--- config.mk ---
export PLATFORM = sky130hd
export DESIGN_NAME = flash_poll_ctrl
export DESIGN_NICKNAME = d
export VERILOG_FILES = /design/src/core/flash_poll_pkg.sv /design/src/core/flash_bus_cycle.sv /design/src/core/flash_poll_ctrl.sv
export SDC_FILE = /design/constraint.sdc
export NUM_CORES = 1
export LEC_CHECK = 0
export BUFFER_PORTS_ARGS = -buffer_cell sky130_fd_sc_hd__buf_2
export CORE_MARGIN = 4
export CORE_UTILIZATION = 35
export CTS_BUF_LIST = sky130_fd_sc_hd__clkbuf_2 sky130_fd_sc_hd__clkbuf_4 sky130_fd_sc_hd__clkbuf_8
export DETAILED_ROUTE_END_ITERATION = 10
export SLEW_MARGIN = 0
export SYNTH_ARGS = -nofsm -noshare
export SYNTH_HDL_FRONTEND = slang
export SYNTH_SLANG_ARGS = --single-unit
--- constraint.sdc ---
create_clock -name clk_sys_i -period 2.6 [get_ports clk_sys_i]
set_clock_uncertainty 0.05 [all_clocks]
set_input_delay 0.13 -clock clk_sys_i [delete_from_list [all_inputs] [get_ports clk_sys_i]]
set_output_delay 0.13 -clock clk_sys_i [all_outputs]
set_load 0.02 [all_outputs]
--- src/core/flash_poll_pkg.sv ---
package flash_poll_pkg;
  // status byte bit positions
  localparam int unsigned DATA_POLL_BIT_POS = 7;
  localparam int unsigned PRIMARY_TOGGLE_POS = 6;
  localparam int unsigned TIME_LIMIT_POS = 5;
  localparam int unsigned ERASE_WINDOW_POS = 3;
  localparam int unsigned SECTOR_TOGGLE_POS = 2;
  // software register offsets (word index on the plain port)
  localparam logic [3:0] REG_CTRL = 4'h0;
  localparam logic [3:0] REG_ADDR = 4'h1;
  localparam logic [3:0] REG_WDATA = 4'h2;
  localparam logic [3:0] REG_STATUS = 4'h3;
  localparam logic [3:0] REG_RDATA = 4'h4;
  localparam logic [3:0] REG_IRQ_STAT = 4'h5;
  localparam logic [3:0] REG_IRQ_EN = 4'h6;
  localparam logic [3:0] REG_IRQ_CLR = 4'h7;
  // control register command codes
  localparam logic [2:0] CMD_POLL = 3'h1;
  localparam logic [2:0] CMD_WRITE = 3'h2;
  localparam logic [2:0] CMD_READ = 3'h3;
  localparam logic [2:0] CMD_ERASE_ADD = 3'h4;
  // event bits in irq registers
  localparam int unsigned EV_DONE_OK = 0;
  localparam int unsigned EV_FAIL = 1;
  localparam int unsigned EV_REJECT = 2;
  localparam int unsigned EV_NUM = 3;
  // reset command data and sector erase confirm data
  localparam logic [7:0] RESET_CMD_DATA = 8'hf0;
  localparam logic [7:0] SECTOR_ERASE_DATA = 8'h30;
  // flash bus timing in ns
  localparam int unsigned T_ACCESS_NS = 70;
  localparam int unsigned T_WPULSE_NS = 35;
  localparam int unsigned CLK_PERIOD_NS = 4;
  localparam int unsigned ACCESS_CYC = (T_ACCESS_NS + CLK_PERIOD_NS - 1) / CLK_PERIOD_NS;
  localparam int unsigned WPULSE_CYC = (T_WPULSE_NS + CLK_PERIOD_NS - 1) / CLK_PERIOD_NS;
  // poll outcome encodings
  typedef enum logic [1:0] {
    RES_NONE = 2'b00,
    RES_OK = 2'b01,
    RES_FAIL = 2'b10,
    RES_REJECT = 2'b11
  } poll_result_t;
endpackage : flash_poll_pkg

--- src/core/flash_bus_cycle.sv ---
// one flash bus cycle: read or write, strobes low for a fixed pulse
module flash_bus_cycle
  import flash_poll_pkg::*;
#(
  parameter int unsigned ADDR_W = 21,
  parameter int unsigned DATA_W = 8
) (
  input wire logic clk_sys_i,
  input wire logic reset_n_i,
  input wire logic start_i,
  input wire logic write_i,
  input wire logic [ADDR_W-1:0] addr_i,
  input wire logic [DATA_W-1:0] wdata_i,
  output logic done_o,
  output logic [DATA_W-1:0] rdata_o,
  output logic [ADDR_W-1:0] flash_addr_o,
  output logic flash_ce_n_o,
  output logic flash_oe_n_o,
  output logic flash_we_n_o,
  input wire logic [DATA_W-1:0] flash_dq_i,
  output logic [DATA_W-1:0] flash_dq_o,
  output logic flash_dq_oe_o
);
  localparam int unsigned CNT_W = 8;
  typedef struct packed {
    logic busy;
    logic wr;
    logic done;
    logic [CNT_W-1:0] cnt;
    logic [ADDR_W-1:0] addr;
    logic [DATA_W-1:0] wdata;
    logic [DATA_W-1:0] rdata;
  } cyc_state_t;
  cyc_state_t s_r;
  cyc_state_t s_nxt;

  // strobe timing: reads wait the access time, writes hold the pulse width
  always_comb begin
    s_nxt = s_r;
    s_nxt.done = 1'b0;
    if (!s_r.busy && start_i) begin
      s_nxt.busy = 1'b1;
      s_nxt.wr = write_i;
      s_nxt.addr = addr_i;
      s_nxt.wdata = wdata_i;
      s_nxt.cnt = write_i ? CNT_W'(WPULSE_CYC) : CNT_W'(ACCESS_CYC);
    end else if (s_r.busy) begin
      if (s_r.cnt == '0) begin
        // strobe rises here; the read sample is taken before release
        s_nxt.busy = 1'b0;
        s_nxt.done = 1'b1;
        if (!s_r.wr) begin
          s_nxt.rdata = flash_dq_i;
        end
      end else begin
        s_nxt.cnt = s_r.cnt - 1'b1;
      end
    end
  end

  always_ff @(posedge clk_sys_i or negedge reset_n_i) begin
    if (!reset_n_i) begin
      s_r <= '0;
    end else begin
      s_r <= s_nxt;
    end
  end

  assign done_o = s_r.done;
  assign rdata_o = s_r.rdata;
  assign flash_addr_o = s_r.addr;
  assign flash_ce_n_o = ~s_r.busy;
  assign flash_oe_n_o = ~(s_r.busy & ~s_r.wr);
  assign flash_we_n_o = ~(s_r.busy & s_r.wr);
  assign flash_dq_o = s_r.wdata;
  assign flash_dq_oe_o = s_r.busy & s_r.wr;
endmodule : flash_bus_cycle

--- src/core/flash_poll_ctrl.sv ---
// The address map and the address-and-strobe port are this design's own decisions.
module flash_poll_ctrl
  import flash_poll_pkg::*;
#(
  parameter int unsigned ADDR_W = 21,
  parameter int unsigned DATA_W = 8,
  parameter int unsigned REG_AW = 4
) (
  input wire logic clk_sys_i,
  input wire logic reset_n_i,
  input wire logic [REG_AW-1:0] reg_addr_i,
  input wire logic [31:0] reg_wdata_i,
  input wire logic reg_wr_i,
  input wire logic reg_rd_i,
  output logic [31:0] reg_rdata_o,
  output logic irq_o,
  output logic [ADDR_W-1:0] flash_addr_o,
  output logic flash_ce_n_o,
  output logic flash_oe_n_o,
  output logic flash_we_n_o,
  input wire logic [DATA_W-1:0] flash_dq_i,
  output logic [DATA_W-1:0] flash_dq_o,
  output logic flash_dq_oe_o,
  input wire logic ready_busy_out_i
);
  typedef enum logic [3:0] {
    ST_IDLE = 4'b0000,
    ST_WR = 4'b0001,
    ST_RD = 4'b0010,
    ST_P1 = 4'b0011,
    ST_P2 = 4'b0100,
    ST_P3 = 4'b0101,
    ST_RST = 4'b0110,
    ST_ARRAY = 4'b0111,
    ST_EW_PRE = 4'b1000,
    ST_EW_CMD = 4'b1001,
    ST_EW_POST = 4'b1010
  } fsm_t;

  typedef struct packed {
    fsm_t st;
    logic cyc_go;
    logic cyc_wr;
    logic [ADDR_W-1:0] addr;
    logic [DATA_W-1:0] wdata;
    logic [DATA_W-1:0] rdata;
    logic [DATA_W-1:0] first;
    logic busy;
    logic ew_pre;
    poll_result_t result;
    logic [EV_NUM-1:0] irq_stat;
    logic [EV_NUM-1:0] irq_en;
    logic [31:0] rd_out;
  } ctrl_state_t;

  ctrl_state_t s_r;
  ctrl_state_t s_nxt;
  logic cyc_done;
  logic [DATA_W-1:0] cyc_rdata;
  logic [EV_NUM-1:0] ev;

  // either toggle alone counts
  // toggle of the two toggle bits between two reads
  function automatic logic toggled(input logic [DATA_W-1:0] a, input logic [DATA_W-1:0] b);
    toggled = (a[PRIMARY_TOGGLE_POS] != b[PRIMARY_TOGGLE_POS]) ||
              (a[SECTOR_TOGGLE_POS] != b[SECTOR_TOGGLE_POS]);
  endfunction : toggled

  flash_bus_cycle #(
    .ADDR_W(ADDR_W),
    .DATA_W(DATA_W)
  ) u_cycle (
    .clk_sys_i(clk_sys_i),
    .reset_n_i(reset_n_i),
    .start_i(s_r.cyc_go),
    .write_i(s_r.cyc_wr),
    .addr_i(s_r.addr),
    .wdata_i(s_r.wdata),
    .done_o(cyc_done),
    .rdata_o(cyc_rdata),
    .flash_addr_o(flash_addr_o),
    .flash_ce_n_o(flash_ce_n_o),
    .flash_oe_n_o(flash_oe_n_o),
    .flash_we_n_o(flash_we_n_o),
    .flash_dq_i(flash_dq_i),
    .flash_dq_o(flash_dq_o),
    .flash_dq_oe_o(flash_dq_oe_o)
  );

  // sequencer, register file and event capture in one next-state block
  always_comb begin
    s_nxt = s_r;
    s_nxt.cyc_go = 1'b0;
    ev = '0;
    unique case (s_r.st)
      ST_IDLE: begin
        s_nxt.busy = 1'b0;
      end
      ST_WR, ST_RD, ST_ARRAY, ST_RST: begin
        if (cyc_done) begin
          s_nxt.rdata = cyc_rdata;
          s_nxt.st = ST_IDLE;
          s_nxt.busy = 1'b0;
        end
      end
      ST_P1: begin
        if (cyc_done) begin
          s_nxt.first = cyc_rdata;
          s_nxt.cyc_go = 1'b1;
          s_nxt.st = ST_P2;
        end
      end
      ST_P2: begin
        if (cyc_done) begin
          s_nxt.rdata = cyc_rdata;
          if (!toggled(s_r.first, cyc_rdata)) begin
            s_nxt.result = RES_OK;
            s_nxt.cyc_go = 1'b1;
            s_nxt.st = ST_ARRAY;
            ev[EV_DONE_OK] = 1'b1;
          end else if (cyc_rdata[TIME_LIMIT_POS]) begin
            // time limit seen: one more read, compared with this one
            s_nxt.first = cyc_rdata;
            s_nxt.cyc_go = 1'b1;
            s_nxt.st = ST_P3;
          end else begin
            // keep polling from the first read
            s_nxt.cyc_go = 1'b1;
            s_nxt.st = ST_P1;
          end
        end
      end
      ST_P3: begin
        if (cyc_done) begin
          s_nxt.rdata = cyc_rdata;
          if (!toggled(s_r.first, cyc_rdata)) begin
            s_nxt.result = RES_OK;
            s_nxt.cyc_go = 1'b1;
            s_nxt.st = ST_ARRAY;
            ev[EV_DONE_OK] = 1'b1;
          end else begin
            s_nxt.result = RES_FAIL;
            s_nxt.cyc_wr = 1'b1;
            s_nxt.wdata = RESET_CMD_DATA;
            s_nxt.cyc_go = 1'b1;
            s_nxt.st = ST_RST;
            ev[EV_FAIL] = 1'b1;
          end
        end
      end
      ST_EW_PRE: begin
        // window always checked, no spacing assumed
        if (cyc_done) begin
          s_nxt.rdata = cyc_rdata;
          s_nxt.ew_pre = cyc_rdata[ERASE_WINDOW_POS];
          s_nxt.cyc_wr = 1'b1;
          s_nxt.cyc_go = 1'b1;
          s_nxt.st = ST_EW_CMD;
        end
      end
      ST_EW_CMD: begin
        if (cyc_done) begin
          s_nxt.cyc_wr = 1'b0;
          s_nxt.cyc_go = 1'b1;
          s_nxt.st = ST_EW_POST;
        end
      end
      ST_EW_POST: begin
        // window closed means the command may be lost
        if (cyc_done) begin
          s_nxt.rdata = cyc_rdata;
          s_nxt.st = ST_IDLE;
          s_nxt.busy = 1'b0;
          // window already closed before the command counts as lost too
          if (cyc_rdata[ERASE_WINDOW_POS] || s_r.ew_pre) begin
            s_nxt.result = RES_REJECT;
            ev[EV_REJECT] = 1'b1;
          end else begin
            s_nxt.result = RES_OK;
            ev[EV_DONE_OK] = 1'b1;
          end
        end
      end
      default: begin
        s_nxt.st = ST_IDLE;
      end
    endcase

    // commands from software, only taken while idle
    if (reg_wr_i) begin
      unique case (reg_addr_i)
        REG_ADDR: s_nxt.addr = reg_wdata_i[ADDR_W-1:0];
        REG_WDATA: s_nxt.wdata = reg_wdata_i[DATA_W-1:0];
        REG_IRQ_EN: s_nxt.irq_en = reg_wdata_i[EV_NUM-1:0];
        REG_CTRL: begin
          if (s_r.st == ST_IDLE) begin
            s_nxt.busy = 1'b1;
            s_nxt.result = RES_NONE;
            s_nxt.cyc_go = 1'b1;
            s_nxt.cyc_wr = 1'b0;
            unique case (reg_wdata_i[2:0])
              CMD_WRITE: begin
                s_nxt.cyc_wr = 1'b1;
                s_nxt.st = ST_WR;
              end
              CMD_READ: s_nxt.st = ST_RD;
              // poll at the busy bank's valid address
              CMD_POLL: s_nxt.st = ST_P1;
              CMD_ERASE_ADD: begin
                s_nxt.wdata = SECTOR_ERASE_DATA;
                s_nxt.st = ST_EW_PRE;
              end
              default: begin
                s_nxt.busy = 1'b0;
                s_nxt.cyc_go = 1'b0;
              end
            endcase
          end
        end
        default: begin
        end
      endcase
    end

    // sticky events: set wins over a clear in the same cycle
    s_nxt.irq_stat = (s_r.irq_stat &
      ~((reg_wr_i && reg_addr_i == REG_IRQ_CLR) ? reg_wdata_i[EV_NUM-1:0] : '0)) | ev;

    // read data stands one cycle after the strobe
    s_nxt.rd_out = '0;
    if (reg_rd_i) begin
      unique case (reg_addr_i)
        REG_ADDR: s_nxt.rd_out = 32'(s_r.addr);
        REG_WDATA: s_nxt.rd_out = 32'(s_r.wdata);
        // busy bit, poll result and ready/busy line
        REG_STATUS: s_nxt.rd_out = {28'h0, ready_busy_out_i, s_r.result, s_r.busy};
        REG_RDATA: s_nxt.rd_out = 32'(s_r.rdata);
        REG_IRQ_STAT: s_nxt.rd_out = 32'(s_r.irq_stat);
        REG_IRQ_EN: s_nxt.rd_out = 32'(s_r.irq_en);
        default: s_nxt.rd_out = '0;
      endcase
    end
  end

  always_ff @(posedge clk_sys_i or negedge reset_n_i) begin
    if (!reset_n_i) begin
      s_r <= '0;
    end else begin
      s_r <= s_nxt;
    end
  end

  assign reg_rdata_o = s_r.rd_out;
  // level interrupt while any enabled event is pending
  assign irq_o = |(s_r.irq_stat & s_r.irq_en);
endmodule : flash_poll_ctrl

==> flow_summary.json <==
{
  "status": "finished clean",
  "end_kind": "flip-flop",
  "start_util": 0.357,
  "p_sw_frac": 0.332,
  "synthFlopType": "dfrtp_1",
  "yosysTopAreaCell": "dfrtp_1",
  "cts_tree": "yes",
  "setup_violations": 0,
  "core_sq_mm": 0.0166,
  "clockBufferDepth": 2,
  "crit_path_start_kind": "flip-flop",
  "max_slew_margin": 0.462,
  "synth_most_common_cell": "dfrtp_1",
  "path_buf_inv": 2,
  "clkLatencyLatePin_ns": 0.44,
  "ir_worst_vdd_v": 0.000482,
  "avgRoutedWirePerCell_um": 15.9,
  "power_frac_comb": 0.247,
  "grt_antenna_before_repair": 0,
  "seqPwrFrac": 0.471,
  "drt-vias-per-instance": 4.90,
  "pwr-share-clk": 0.282,
  "min_period_ns": 2.06,
  "syn-instance-count": 566,
  "finalCritPeriodShare": 0.794,
  "total_power_mw": 6.12,
  "worst_pin_slew_ns": 0.804,
  "clockRootBuffer": "clkbuf_8",
  "ys_types": 62,
  "internal-power_mw": 4.09,
  "hold_ws_ns": 0.0555,
  "n_antenna_cell": 0,
  "rows": 47,
  "fp.dieW_um": 138,
  "p_leak_nw": 3.46,
  "drc": 0,
  "die_y_um": 138,
  "clock-sinks": 124,
  "timing.fmax_mhz": 485,
  "fin_tns_setup_ns": 0,
  "io_pins": 115,
  "powerDensity_mw_per_mm2": 883,
  "hold_viol": 0,
  "synthTopCellsByCount": "dfrtp_1, nand2_1, buf_4",
  "hold_class": "in -> reg",
  "h-tree-depth": 4,
  "totalWireLength_um": 13800,
  "path_delay_family": "simple AND/OR/NAND/NOR gates",
  "ys_seq_area_frac": 0.522,
  "required_ns": 2.87,
  "synth_top_cell_area_share": 0.522,
  "timing.final.ws_setup_ns": 0.537,
  "cap_viol_max_count": 0,
  "post_synth_main_area_contributors": "dfrtp_1, mux2_1, buf_4, nand2_1, nor2_1",
  "grt_use_total": 0.147,
  "die-area_sq_mm": 0.0191,
  "rsz0062_at_grt": "false",
  "dp_hpwl_um": 9900,
  "mappedNetlistArea_sq_mm": 0.00594,
  "synth-edff-count": 0,
  "worstSetupPathType": "reg -> reg",
  "cpMaxStageDelayCell": "dfrtp_1",
  "grt_max_degree": 45,
  "drtIter0Drc": 374,
  "drv_slew": 0,
  "fin_cells": 869,
  "yosysWarnings": 0,
  "globalRouteOverflowTotal": 0,
  "power_switching_mw": 2.03,
  "ys_ff_latch": 124,
  "final_nets": 686,
  "critPathMaxStageDelay_ns": 0.42,
  "io_buffers": 92,
  "syn_area_per_cell_sq_um": 10.5,
  "async_reset_ff_frac": 1.00,
  "drtAntennaViolNets": 0,
  "cts_buffers": 17,
  "area_growth_pct": 16.7,
  "drive_above_1_share": 0.231,
  "dr.pass1.iters": 5,
  "routabilityCongestion": 0.892,
  "crit_chain": "inv_1 -> ha_1 -> and4bb_2 -> and2_1 -> nor2b_1 -> buf_4 -> mux2_1",
  "cp.arrival_ns": 2.33,
  "cp_max_fo": 8,
  "pre_cts_ws_ns": 0.545,
  "dp_cells": 808,
  "grt_pass1_wl_um": 22600,
  "vias": 4258,
  "clkTransAtPathRegs_ns": 0.07,
  "grt_pass1_vias": 4367
}
## layout make-up
type	instances	area [sq um]
Fill cell	1589	9710
Sequential cell	124	3100
Multi-Input combinational cell	349	2250
Timing Repair Buffer	131	853
Clock buffer	25	325
Tap cell	220	275
Clock inverter	7	85.1
Inverter	13	48.8
## through the flow
step / instance area [sq um] / util
6_report: 6940 / 0.417
5_1_grt: 6940 / 0.417
4_1_cts: 6940 / 0.417
3_5_place_dp: 6240 / 0.375
3_3_place_gp: 6240 / 0.375
2_1_floorplan: 5980 / -
## logic make-up after synthesis
family / after synthesis / synth area share
other cells: 1 / 0.000631
fa+ha+maj: 1 / 0.00210
simple gates: 205 / 0.172
flops: 124 / 0.522
buf+inv: 103 / 0.107
compound gates: 78 / 0.0968
xor+xnor: 6 / 0.00884
mux: 48 / 0.0907
## path summary, 6_finish.rpt
kind                                          start                        to  slack, ns  cells past startpoint
hold reg to reg            u_cycle.flash_addr_o[15]  u_cycle.flash_addr_o[15]       0.42                      2
max in group asynchronous                 reset_n_i            reg_rdata_o[1]       1.54                      3
min in group asynchronous                 reset_n_i  u_cycle.flash_addr_o[19]       0.19                      2
setup / recovery                    u_cycle.s_r[37]        u_cycle.rdata_o[1]       0.54                      7
hold / removal                       reg_wdata_i[2]                   s_r[60]       0.06                      2
setup reg to reg                    u_cycle.s_r[37]        u_cycle.rdata_o[1]       0.54                      7
## sequential cells by signal, indices dropped and copies added (netlist names)
signal	flops
u_cycle.s_r	10
u_cycle.flash_dq_o	8
u_cycle.flash_addr_o	21
u_cycle.done_o	1
reg_rdata_o	21
s_r	55
u_cycle.rdata_o	8
## power by group through the flow
stage	Combinational (mW)	Clock [mW]	Sequential [mW]
after CTS	1.52	1.76	2.88
after detailed placement	1.48	0	2.91
after floorplan	1.30	0	2.71
final	1.51	1.72	2.89
after global routing	1.68	1.87	2.95
after global placement	1.43	0	2.89
## cell usage in the layout (no fill, tap or decap), types with 3 or more instances in the layout
cell and n:
nor3_1 9, o21ai_0 9, mux2_1 44, dlygate4sd3_1 29, a221oi_1 4, mux2_2 3
nor2_1 26, inv_1 12, clkbuf_4 3, buf_2 91, clkbuf_8 22, nand2_1 108
nand3b_1 3, a21o_1 5, xnor2_1 4, o21ai_1 5, nand3_1 5, conb_1 11
buf_4 9, clkinv_2 5, a32o_1 7, and2_1 15, a22oi_1 5, a22o_1 9
a21oi_1 15, nor2b_1 7, nand2b_1 11, dfrtp_1 124
## what timing repair did
action	4_1_cts	5_1_grt
hold buffers	29	0
endpoints found under the hold margin	77	0
setup endpoints to repair	0	0
gates resized for setup	0	0
buffers inserted	0	0
## layer usage
metal  GRT usage  wire length [um]
met5           0                 0
met4      0.0546               231
met3      0.0521               960
met2       0.224              6440
met1       0.194              6180
(Power assumes the default switching activity.)
